<file path="config.mk">
export PLATFORM = sky130hd
export DESIGN_NAME = ascl_top
export DESIGN_NICKNAME = d
export VERILOG_FILES = /design/src/ascl_pkg.sv /design/src/ascl_pin_sync.sv /design/src/ascl_switch_mix.sv /design/src/ascl_top.sv
export SDC_FILE = /design/constraint.sdc
export NUM_CORES = 1
export LEC_CHECK = 0
export BUFFER_PORTS_ARGS = -buffer_cell sky130_fd_sc_hd__buf_2
export CORE_ASPECT_RATIO = 0.7
export CORE_UTILIZATION = 25
export CTS_BUF_LIST = sky130_fd_sc_hd__clkbuf_4
export DETAILED_ROUTE_END_ITERATION = 7
export PLACE_DENSITY = 0.45
export RECOVER_POWER = 100
export SETUP_SLACK_MARGIN = 0.4
export SLEW_MARGIN = 20
export SYNTH_ARGS = -nofsm -noshare
export SYNTH_HDL_FRONTEND = slang
export SYNTH_SLANG_ARGS = --single-unit
export TNS_END_PERCENT = 10
</file>
<file path="constraint.sdc">
create_clock -name MCLK -period 1.9 [get_ports MCLK]
set_input_delay 0.38 -clock MCLK [delete_from_list [all_inputs] [get_ports MCLK]]
set_output_delay 0.38 -clock MCLK [all_outputs]
set_load 0.1 [all_outputs]
</file>
<file path="src/ascl_pkg.sv">
// Notes on behaviour
// - DAC A switch closes on bit, pin or modulator
// - DAC B switch closes on bit, pin or modulator
// - Pin level converted through its polarity first
// - Pins not assigned to a switch feed zero
// - Unrouted modulator feeds zero into switch
// - Both buffer bits reset to zero
// - Throw one drive is OR of three sources
// - Throw one mode zero: contacts follow drive together
// - Throw one mode one: contacts toggle opposite
// - Throw one modulator share from one select bit
// - Throw two drive is OR of three sources
// - Throw two mode zero: contacts follow drive together
// - Throw two mode one: contacts toggle opposite
// - Throw two modulator share from one select bit
// - Throw two control field resets to zero
// - Pins sharing one function are ORed
// - Control register bit order fixed, two unused
package ascl_pkg;

  // ----------------------------------------------------------------
  // Bus geometry and register map
  // ----------------------------------------------------------------
  localparam int ASCL_ADDR_W = 8;
  localparam logic [7:0] ASCL_OFF_SWITCH_CTRL = 8'h00;
  localparam logic [7:0] ASCL_OFF_PIN_CTRL = 8'h04;
  localparam logic [7:0] ASCL_OFF_MOD_SEL = 8'h08;
  localparam logic [7:0] ASCL_OFF_SW_STATE = 8'h0C;

  // Register index after decode
  localparam logic [2:0] ASCL_IDX_SWITCH_CTRL = 3'h0;
  localparam logic [2:0] ASCL_IDX_PIN_CTRL = 3'h1;
  localparam logic [2:0] ASCL_IDX_MOD_SEL = 3'h2;
  localparam logic [2:0] ASCL_IDX_SW_STATE = 3'h3;
  localparam logic [2:0] ASCL_IDX_NONE = 3'h4;

  // Bus responses
  localparam logic [1:0] ASCL_RESP_OKAY = 2'h0;
  localparam logic [1:0] ASCL_RESP_SLVERR = 2'h2;

  // ----------------------------------------------------------------
  // User pin control layout
  // ----------------------------------------------------------------
  localparam int ASCL_NUM_PINS = 4;
  localparam int ASCL_PIN_LEVEL_LSB = 0;
  localparam int ASCL_PIN_FUNC_LSB = 8;
  localparam int ASCL_PIN_FUNC_STRIDE = 4;
  localparam int ASCL_PIN_FUNC_W = 3;
  localparam logic [31:0] ASCL_PIN_CTRL_MASK = 32'h0077770F;

  // Reset values
  localparam logic [7:0] ASCL_RST_SWITCH_CTRL = 8'h00;
  localparam logic [31:0] ASCL_RST_PIN_CTRL = 32'h00000000;
  localparam logic [5:0] ASCL_RST_MOD_SEL = 6'h00;

  // ----------------------------------------------------------------
  // Types
  // ----------------------------------------------------------------
  // Pin function codes
  typedef enum logic [2:0] {
    ASCL_FN_NONE = 3'h0,
    ASCL_FN_DAC_A = 3'h1,
    ASCL_FN_DAC_B = 3'h2,
    ASCL_FN_THROW1 = 3'h3,
    ASCL_FN_THROW2 = 3'h4
  } ascl_fn_t;

  // Switch control register, MSB first
  typedef struct packed {
    logic dac_a_buffer_switch_bit;
    logic dac_b_buffer_switch_bit;
    logic throw1_toggle_mode_bit;
    logic throw1_drive_bit;
    logic throw2_toggle_mode_bit;
    logic throw2_drive_bit;
    logic [1:0] unused;
  } ascl_switch_control_register_t;

  // Modulator routing selects, MSB first
  typedef struct packed {
    logic throw2_mod_select;
    logic throw1_mod_select;
    logic dac_b_mod_low_select;
    logic dac_b_mod_high_select;
    logic dac_a_mod_low_select;
    logic dac_a_mod_high_select;
  } ascl_mod_sel_t;

  // Switch element drives, 1 = closed
  typedef struct packed {
    logic dac_a_close;
    logic dac_b_close;
    logic sw1_normally_open_contact;
    logic sw1_normally_closed_contact;
    logic sw2_normally_open_contact;
    logic sw2_normally_closed_contact;
  } ascl_drive_t;

  // ----------------------------------------------------------------
  // Shared functions
  // ----------------------------------------------------------------
  // Byte address to register index
  function automatic logic [2:0] ascl_decode(input logic [ASCL_ADDR_W-1:0] addr);
    logic [2:0] idx;
    idx = ASCL_IDX_NONE;
    unique case (addr)
      ASCL_OFF_SWITCH_CTRL: idx = ASCL_IDX_SWITCH_CTRL;
      ASCL_OFF_PIN_CTRL: idx = ASCL_IDX_PIN_CTRL;
      ASCL_OFF_MOD_SEL: idx = ASCL_IDX_MOD_SEL;
      ASCL_OFF_SW_STATE: idx = ASCL_IDX_SW_STATE;
      default: idx = ASCL_IDX_NONE;
    endcase
    return idx;
  endfunction

  // Byte-lane merge of write data into old value
  function automatic logic [31:0] ascl_merge(input logic [31:0] old_v,
                                             input logic [31:0] new_v,
                                             input logic [3:0] strb);
    logic [31:0] res;
    res = old_v;
    for (int i = 0; i < 4; i++) begin
      if (strb[i]) begin
        res[8*i +: 8] = new_v[8*i +: 8];
      end
    end
    return res;
  endfunction

endpackage

</file>
<file path="src/ascl_pin_sync.sv">
`timescale 1ns/1ps
module ascl_pin_sync #(
  parameter int W = 4
) (
  input wire logic clk,
  input wire logic rst,
  input wire logic [W-1:0] async_in,
  output logic [W-1:0] sync_out
);

  // ----------------------------------------------------------------
  // Two-stage synchroniser
  // ----------------------------------------------------------------
  logic [W-1:0] meta_q; // First stage, read only by second
  logic [W-1:0] meta_d;
  logic [W-1:0] sync_q; // Second stage
  logic [W-1:0] sync_d;

  // Next values
  always_comb begin
    meta_d = async_in;
    sync_d = meta_q;
  end

  // Registers, cleared by synchronous reset
  always_ff @(posedge clk) begin
    if (rst) begin
      meta_q <= '0;
      sync_q <= '0;
    end else begin
      meta_q <= meta_d;
      sync_q <= sync_d;
    end
  end

  assign sync_out = sync_q;

endmodule

</file>
<file path="src/ascl_switch_mix.sv">
`timescale 1ns/1ps
module ascl_switch_mix
  import ascl_pkg::*;
(
  input wire ascl_switch_control_register_t ctrl,
  input wire ascl_mod_sel_t mod_sel,
  input wire logic [31:0] pin_ctrl,
  input wire logic [ASCL_NUM_PINS-1:0] pin_level,
  input wire logic pwm,
  output ascl_drive_t drive
);

  // ----------------------------------------------------------------
  // Pin vote: OR of asserted pins assigned to one function
  // ----------------------------------------------------------------
  function automatic logic pin_vote(input logic [ASCL_NUM_PINS-1:0] asserted,
                                    input logic [31:0] cfg,
                                    input ascl_fn_t fn);
    logic hit;
    hit = 1'b0;
    for (int p = 0; p < ASCL_NUM_PINS; p++) begin
      // Pins set to other functions add nothing
      if (cfg[ASCL_PIN_FUNC_LSB + ASCL_PIN_FUNC_STRIDE*p +: ASCL_PIN_FUNC_W] == fn) begin
        hit = hit | asserted[p];
      end
    end
    return hit;
  endfunction

  // ----------------------------------------------------------------
  // Combinational mixing of the three sources
  // ----------------------------------------------------------------
  logic [ASCL_NUM_PINS-1:0] asserted; // Pins after polarity
  logic mod_a; // Modulator share per switch
  logic mod_b;
  logic mod_t1;
  logic mod_t2;
  logic drv_t1; // Throw drives
  logic drv_t2;

  always_comb begin
    // Polarity: level bit 1 means active high
    asserted = ~(pin_level ^ pin_ctrl[ASCL_PIN_LEVEL_LSB +: ASCL_NUM_PINS]);
    // Buffer switches: high select passes on-phase, low select off-phase
    mod_a = (mod_sel.dac_a_mod_high_select & pwm)
          | (mod_sel.dac_a_mod_low_select & ~pwm);
    mod_b = (mod_sel.dac_b_mod_high_select & pwm)
          | (mod_sel.dac_b_mod_low_select & ~pwm);
    mod_t1 = mod_sel.throw1_mod_select & pwm;
    mod_t2 = mod_sel.throw2_mod_select & pwm;
    drive.dac_a_close = ctrl.dac_a_buffer_switch_bit | pin_vote(asserted, pin_ctrl, ASCL_FN_DAC_A)
                      | mod_a;
    drive.dac_b_close = ctrl.dac_b_buffer_switch_bit | pin_vote(asserted, pin_ctrl, ASCL_FN_DAC_B)
                      | mod_b;
    drv_t1 = ctrl.throw1_drive_bit | pin_vote(asserted, pin_ctrl, ASCL_FN_THROW1) | mod_t1;
    drv_t2 = ctrl.throw2_drive_bit | pin_vote(asserted, pin_ctrl, ASCL_FN_THROW2) | mod_t2;
    // Open contact follows drive in both modes
    drive.sw1_normally_open_contact = drv_t1;
    // Closed contact follows in mode 0, inverts in mode 1
    drive.sw1_normally_closed_contact = drv_t1 ^ ctrl.throw1_toggle_mode_bit;
    drive.sw2_normally_open_contact = drv_t2;
    drive.sw2_normally_closed_contact = drv_t2 ^ ctrl.throw2_toggle_mode_bit;
  end

endmodule

</file>
<file path="src/ascl_top.sv">
// Design decisions made here: the AXI4-Lite register port and the address map.
`timescale 1ns/1ps
module ascl_top
  import ascl_pkg::*;
(
  input wire logic MCLK,
  input wire logic RST,
  // AXI4-Lite write address
  input wire logic AWVALID,
  output logic AWREADY,
  input wire logic [ASCL_ADDR_W-1:0] AWADDR,
  input wire logic [2:0] AWPROT,
  // AXI4-Lite write data
  input wire logic WVALID,
  output logic WREADY,
  input wire logic [31:0] WDATA,
  input wire logic [3:0] WSTRB,
  // AXI4-Lite write response
  output logic BVALID,
  input wire logic BREADY,
  output logic [1:0] BRESP,
  // AXI4-Lite read address
  input wire logic ARVALID,
  output logic ARREADY,
  input wire logic [ASCL_ADDR_W-1:0] ARADDR,
  input wire logic [2:0] ARPROT,
  // AXI4-Lite read data
  output logic RVALID,
  input wire logic RREADY,
  output logic [31:0] RDATA,
  output logic [1:0] RRESP,
  // User pins and modulator
  input wire logic [ASCL_NUM_PINS-1:0] USER_PROGRAMMABLE_PIN,
  input wire logic PWM_LEVEL,
  // Switch element drives, 1 = closed
  output logic DAC_A_BUFFER_SWITCH,
  output logic DAC_B_BUFFER_SWITCH,
  output logic SW1_NORMALLY_OPEN_CONTACT,
  output logic SW1_NORMALLY_CLOSED_CONTACT,
  output logic SW2_NORMALLY_OPEN_CONTACT,
  output logic SW2_NORMALLY_CLOSED_CONTACT
);

  // ----------------------------------------------------------------
  // Declarations
  // ----------------------------------------------------------------
  // Write channel state
  logic aw_rdy_q; // Address ready
  logic aw_rdy_d;
  logic aw_got_q; // Address captured
  logic aw_got_d;
  logic [ASCL_ADDR_W-1:0] aw_addr_q; // Captured address
  logic [ASCL_ADDR_W-1:0] aw_addr_d;
  logic w_rdy_q; // Data ready
  logic w_rdy_d;
  logic w_got_q; // Data captured
  logic w_got_d;
  logic [31:0] w_data_q; // Captured data
  logic [31:0] w_data_d;
  logic [3:0] w_strb_q; // Captured strobes
  logic [3:0] w_strb_d;
  logic bvalid_q; // Response pending
  logic bvalid_d;
  logic [1:0] bresp_q; // Response code
  logic [1:0] bresp_d;

  // Read channel state
  logic ar_rdy_q; // Read address ready
  logic ar_rdy_d;
  logic rvalid_q; // Read data pending
  logic rvalid_d;
  logic [31:0] rdata_q; // Read data
  logic [31:0] rdata_d;
  logic [1:0] rresp_q; // Read response
  logic [1:0] rresp_d;

  // Software registers
  ascl_switch_control_register_t ctrl_q; // Switch control register
  ascl_switch_control_register_t ctrl_d;
  logic [31:0] pin_ctrl_q; // User pin control register
  logic [31:0] pin_ctrl_d;
  ascl_mod_sel_t mod_sel_q; // Modulator routing
  ascl_mod_sel_t mod_sel_d;

  // Switch outputs
  ascl_drive_t drive_q; // Registered drives
  ascl_drive_t drive_d;

  // Helpers
  logic [2:0] wr_idx; // Decoded write target
  logic [2:0] rd_idx; // Decoded read target
  logic [31:0] merged; // Strobe-merged write value
  logic [ASCL_NUM_PINS-1:0] pin_sync; // Pins after synchroniser

  // ----------------------------------------------------------------
  // Pin synchroniser
  // ----------------------------------------------------------------
  ascl_pin_sync #(
    .W(ASCL_NUM_PINS)
  ) u_pin_sync (
    .clk(MCLK),
    .rst(RST),
    .async_in(USER_PROGRAMMABLE_PIN),
    .sync_out(pin_sync)
  );

  // ----------------------------------------------------------------
  // Switch mixing
  // ----------------------------------------------------------------
  // Modulator comes from logic on this clock and needs no sync
  ascl_switch_mix u_mix (
    .ctrl(ctrl_q),
    .mod_sel(mod_sel_q),
    .pin_ctrl(pin_ctrl_q),
    .pin_level(pin_sync),
    .pwm(PWM_LEVEL),
    .drive(drive_d)
  );

  // ----------------------------------------------------------------
  // Write channel and register update
  // ----------------------------------------------------------------
  // Address and data taken in either order, then one write cycle
  always_comb begin
    aw_got_d = aw_got_q;
    aw_addr_d = aw_addr_q;
    w_got_d = w_got_q;
    w_data_d = w_data_q;
    w_strb_d = w_strb_q;
    bvalid_d = bvalid_q;
    bresp_d = bresp_q;
    ctrl_d = ctrl_q;
    pin_ctrl_d = pin_ctrl_q;
    mod_sel_d = mod_sel_q;
    wr_idx = ascl_decode(aw_addr_q);
    merged = '0;
    // Response retires on handshake
    if (bvalid_q && BREADY) begin
      bvalid_d = 1'b0;
    end
    // Capture address
    if (AWVALID && aw_rdy_q) begin
      aw_got_d = 1'b1;
      aw_addr_d = AWADDR;
    end
    // Capture data
    if (WVALID && w_rdy_q) begin
      w_got_d = 1'b1;
      w_data_d = WDATA;
      w_strb_d = WSTRB;
    end
    // Both halves held: perform the write
    if (aw_got_q && w_got_q && !bvalid_q) begin
      aw_got_d = 1'b0;
      w_got_d = 1'b0;
      bvalid_d = 1'b1;
      bresp_d = ASCL_RESP_OKAY;
      unique case (wr_idx)
        ASCL_IDX_SWITCH_CTRL: begin
          merged = ascl_merge({24'h000000, ctrl_q}, w_data_q, w_strb_q);
          // Unused low bits stay zero
          ctrl_d = ascl_switch_control_register_t'({merged[7:2], 2'h0});
        end
        ASCL_IDX_PIN_CTRL: begin
          merged = ascl_merge(pin_ctrl_q, w_data_q, w_strb_q);
          pin_ctrl_d = merged & ASCL_PIN_CTRL_MASK;
        end
        ASCL_IDX_MOD_SEL: begin
          merged = ascl_merge({26'h0000000, mod_sel_q}, w_data_q, w_strb_q);
          mod_sel_d = ascl_mod_sel_t'(merged[5:0]);
        end
        ASCL_IDX_SW_STATE: begin
          // Read-only: write ignored
          bresp_d = ASCL_RESP_OKAY;
        end
        default: begin
          // Unmapped address
          bresp_d = ASCL_RESP_SLVERR;
        end
      endcase
    end
    // Ready only while the slot is free and no response waits
    aw_rdy_d = !aw_got_d && !bvalid_d;
    w_rdy_d = !w_got_d && !bvalid_d;
  end

  // Write channel registers
  always_ff @(posedge MCLK) begin
    if (RST) begin
      aw_rdy_q <= 1'b0;
      aw_got_q <= 1'b0;
      aw_addr_q <= '0;
      w_rdy_q <= 1'b0;
      w_got_q <= 1'b0;
      w_data_q <= '0;
      w_strb_q <= '0;
      bvalid_q <= 1'b0;
      bresp_q <= ASCL_RESP_OKAY;
      ctrl_q <= ascl_switch_control_register_t'(ASCL_RST_SWITCH_CTRL);
      pin_ctrl_q <= ASCL_RST_PIN_CTRL;
      mod_sel_q <= ascl_mod_sel_t'(ASCL_RST_MOD_SEL);
    end else begin
      aw_rdy_q <= aw_rdy_d;
      aw_got_q <= aw_got_d;
      aw_addr_q <= aw_addr_d;
      w_rdy_q <= w_rdy_d;
      w_got_q <= w_got_d;
      w_data_q <= w_data_d;
      w_strb_q <= w_strb_d;
      bvalid_q <= bvalid_d;
      bresp_q <= bresp_d;
      ctrl_q <= ctrl_d;
      pin_ctrl_q <= pin_ctrl_d;
      mod_sel_q <= mod_sel_d;
    end
  end

  // ----------------------------------------------------------------
  // Read channel
  // ----------------------------------------------------------------
  // One read in flight; data appear the cycle after the address
  always_comb begin
    rvalid_d = rvalid_q;
    rdata_d = rdata_q;
    rresp_d = rresp_q;
    rd_idx = ascl_decode(ARADDR);
    // Data retire on handshake
    if (rvalid_q && RREADY) begin
      rvalid_d = 1'b0;
    end
    // Take a new address
    if (ARVALID && ar_rdy_q) begin
      rvalid_d = 1'b1;
      rresp_d = ASCL_RESP_OKAY;
      unique case (rd_idx)
        ASCL_IDX_SWITCH_CTRL: rdata_d = {24'h000000, ctrl_q};
        ASCL_IDX_PIN_CTRL: rdata_d = pin_ctrl_q;
        ASCL_IDX_MOD_SEL: rdata_d = {26'h0000000, mod_sel_q};
        ASCL_IDX_SW_STATE: rdata_d = {26'h0000000, drive_q};
        default: begin
          // Unmapped address reads zero with error
          rdata_d = 32'h00000000;
          rresp_d = ASCL_RESP_SLVERR;
        end
      endcase
    end
    // Ready once data retire
    ar_rdy_d = !rvalid_d;
  end

  // Read channel registers
  always_ff @(posedge MCLK) begin
    if (RST) begin
      // Idle after reset
      ar_rdy_q <= 1'b0;
      rvalid_q <= 1'b0;
      rdata_q <= 32'h00000000;
      rresp_q <= ASCL_RESP_OKAY;
    end else begin
      // Next read state
      ar_rdy_q <= ar_rdy_d;
      rvalid_q <= rvalid_d;
      rdata_q <= rdata_d;
      rresp_q <= rresp_d;
    end
  end

  // ----------------------------------------------------------------
  // Switch drive register
  // ----------------------------------------------------------------
  // Output flop keeps pins glitch-free; the mix ahead is combinational
  always_ff @(posedge MCLK) begin
    if (RST) begin
      // All open
      drive_q <= '0;
    end else begin
      // Follow mix
      drive_q <= drive_d;
    end
  end

  // ----------------------------------------------------------------
  // Outputs
  // ----------------------------------------------------------------
  // Bus outputs
  assign AWREADY = aw_rdy_q;
  assign WREADY = w_rdy_q;
  assign BVALID = bvalid_q;
  assign BRESP = bresp_q;
  assign ARREADY = ar_rdy_q;
  assign RVALID = rvalid_q;
  assign RDATA = rdata_q;
  assign RRESP = rresp_q;
  // Switch outputs
  assign DAC_A_BUFFER_SWITCH = drive_q.dac_a_close;
  assign DAC_B_BUFFER_SWITCH = drive_q.dac_b_close;
  assign SW1_NORMALLY_OPEN_CONTACT = drive_q.sw1_normally_open_contact;
  assign SW1_NORMALLY_CLOSED_CONTACT = drive_q.sw1_normally_closed_contact;
  assign SW2_NORMALLY_OPEN_CONTACT = drive_q.sw2_normally_open_contact;
  assign SW2_NORMALLY_CLOSED_CONTACT = drive_q.sw2_normally_closed_contact;

endmodule

</file>
==> metrics.csv <==
stage,metric,value,unit
sta,slew_viol_final,0,
yosys,netlist_top_cells_area,"dfxtp_1 51%, mux2i_1 7.9%, nand2_1 6.4%, nor2_1 5.6%, a21oi_1 4.6%",
sta,fin_crit_sh,0.897,
layout,fin_nets,596,
pwr,power.density,776,nW/µm²
setup_path,cp_top_family,buffers and inverters,
grt,grt_pass1_wl,17.0,mm
detailed_routing,drc,0,
setup_path,crit_chain,clkbuf_2,
yosys,synth_top_flop_cell,dfxtp_1,
setup_path,critical-path-max-stage-delay,0.48,ns
yosys,synth_top_area_cell,dfxtp_1,
yosys,synthArstFlopShare,0,
yosys,yosysMostFrequentCell,dfxtp_1,
clock_network,clkTransAtPathRegs,0.16,ns
detailed_routing,drtIter0Drc,136,
yosys,synth_common_cells,"102 x dfxtp_1, 69 x nand2_1, 60 x nor2_1",
yosys,ys_seq_area_frac,0.506,
yosys,synth_seq_cells,102,
die,core_area,15600,µm²
yosys,synth-edff-count,0,
clock_network,cts.path.max_buffers,2,
setup_path,path_class,reg2out,
placement,pre_cts_slack,-0.0587,ns
sta,setup_viol,0,
die,chipHeight,108,µm
grt,track_usage,0.133,
detailed_routing,ant_nets,0,
hold_path,hp-class,in2reg,
sta,fin_tns_setup,0,ns
grt,antenna_found_initial,0,
die,initial_utilization,0.258,
placement,port_buffers,83,
die,num_rows,38,
clock_network,root_buffer,clkbuf_4,
outcome,status,"finished, final reports clean",
layout,fin_util,0.314,
detailed_routing,vias,3275,
placement,globalplace.congestion,0.790,
layout,synthToLayoutAreaGrowth,21.6,%
flow_run,maxCapViolCount,0,
yosys,synthCells,436,
grt,grt_start_max_net_pins,36,
sta,max_freq,587,MHz
sta,final_critical_path_setup_slack,0.195,ns
grt,met2_usage,0.197,
sta,slew_headroom,0.128,
yosys,avgSynthCellArea,9.26,µm²
yosys,synth_warnings,0,
sta,hold_slack,0.126,ns
detailed_routing,postRouteWirelength,10.5,mm
detailed_routing,dr.pass1.iters,6,
yosys,mappedNetlistArea,4040,µm²
clock_network,cts_num_sinks,102,
setup_path,crit_path_top_delay_cell,clkbuf_2,
setup_path,arrival,1.32,ns
grt,grt_pass1_vias,3301,
setup_path,critPathLaunchType,register,
grt,grt_use_met3,0.0353,
placement,hpwl,7.97,mm
sta,fin_worst_skew,0.0179,ns
setup_path,cp_data_required_time,1.52,ns
grt,grt_overflow,0,
clock_network,ctsHoldBuffers,0,
clock_network,clock_latency,0.45,ns
setup_path,end_kind,output port,
yosys,synthDistinctLibCells,38,
pwr,power.leakage,2.15,nW
grt,met1_usage,0.187,
clock_network,cts_made_buffers,9,
die,die_x,154,µm
sta,period_needed,1.70,ns
sta,rsz0062_at_grt,true,
die,dieArea,16700,µm²
grt,top_usage_layer,met2,
sta,hold_viol,0,
sta,tightest_slew,1.31,ns
yosys,yosys.area.top_type_share,0.506,
clock_network,htree_levels,3,
layout,layout-drive-gt1-share,0.262,
pwr,ir_drop,0.360,mV
clock_network,cts_tree,built,
detailed_routing,viasPerCell,4.48,
layout,antenna_cells,0,
detailed_routing,wl_per_cell,14.4,µm
setup_path,critPathBufInv,1,
setup_path,path_max_fanout,4,
die,num_io_pins,117,
cell families (layout without fill, tap and decap cells):
logic type             Yosys count  count (layout)  share of synthesized area
other                            1              14                   0.000929
multiplexers                    37              37                     0.0989
AND/OR/NAND/NOR                185             185                      0.230
flip-flops                     102             102                      0.506
XOR/XNOR                         4               4                    0.00868
AO/OA/AOI/OAI                   67              67                      0.104
buffers and inverters           40             122                     0.0521
where the power goes:
part	switching, mW	internal (mW)	leakage (nW)
logic	0.347	0.115	1.24
registers	0.0377	2.19	0.833
clock network	0.701	0.423	0.0736
flip-flops by register name (all words and copies together) (netlist names), 4 cells and up:
| register | count |
|---|---|
| mod_sel_q | 6 |
| aw_addr_q | 8 |
| u_pin_sync.meta_q | 4 |
| RDATA | 20 |
| ctrl_q | 6 |
| u_pin_sync.sync_out | 4 |
| w_data_q | 20 |
| pin_ctrl_q | 16 |
cell type report:
cell class	instances	area, µm²
Multi-Input combinational cell	307	1900
Fill cell	1691	10700
Clock buffer	11	82.6
Sequential cell	102	2060
Timing Repair Buffer	103	551
Inverter	3	11.3
Tap cell	200	250
Clock inverter	5	50.0
worst paths after layout:
check,from,endpoint,slack [ns],depth (start not counted)
worst max-delay path,ARREADY,ARREADY,0.20,1
worst max register to register,pin_ctrl_q[0],SW2_NORMALLY_CLOSED_CONTACT,0.21,6
worst min-delay path,USER_PROGRAMMABLE_PIN[3],u_pin_sync.meta_q[3],0.13,2
worst min register to register,u_pin_sync.meta_q[3],u_pin_sync.sync_out[3],0.46,1
layer usage:
| layer | vias up | part of all wire |
|---|---|---|
| met4 | 0 | 0.0086 |
| met1 | 1531 | 0.53 |
| met2 | 84 | 0.41 |
| met3 | 7 | 0.051 |
| li1 | 1653 | - |
| met5 | - | 0 |
cell usage in the layout (no fill, tap or decap), drive strengths merged, types with 9 or more instances in the layout:
cell | Yosys | final
a21oi | 37 | 37
a22oi | 20 | 20
buf | 17 | 64
clkbuf | 20 | 50
conb | 1 | 14
dfxtp | 102 | 102
mux2i | 32 | 32
nand2 | 69 | 69
nor2 | 60 | 60
nor2b | 13 | 13
nor4b | 9 | 9
per-stage QoR:
| step | total power [mW] | std cells | instance area [µm²] |
|---|---|---|---|
| 3_5_place_dp | 2.73 | 709 | 4670 |
| 3_3_place_gp | 2.73 | 709 | 4670 |
| 5_1_grt | 3.99 | 731 | 4910 |
| 2_1_floorplan | 2.63 | 449 | 4100 |
| 4_1_cts | 3.88 | 730 | 5000 |
| 6_report | 3.81 | 731 | 4910 |
what timing repair did:
action / in CTS / in global routing
resized for setup: 46 / 20
pin swaps: 7 / 4
buffers inserted: 5 / 1
endpoints found under the setup margin: 66 / 64
Note: power is estimated with default switching activity, not from simulation.
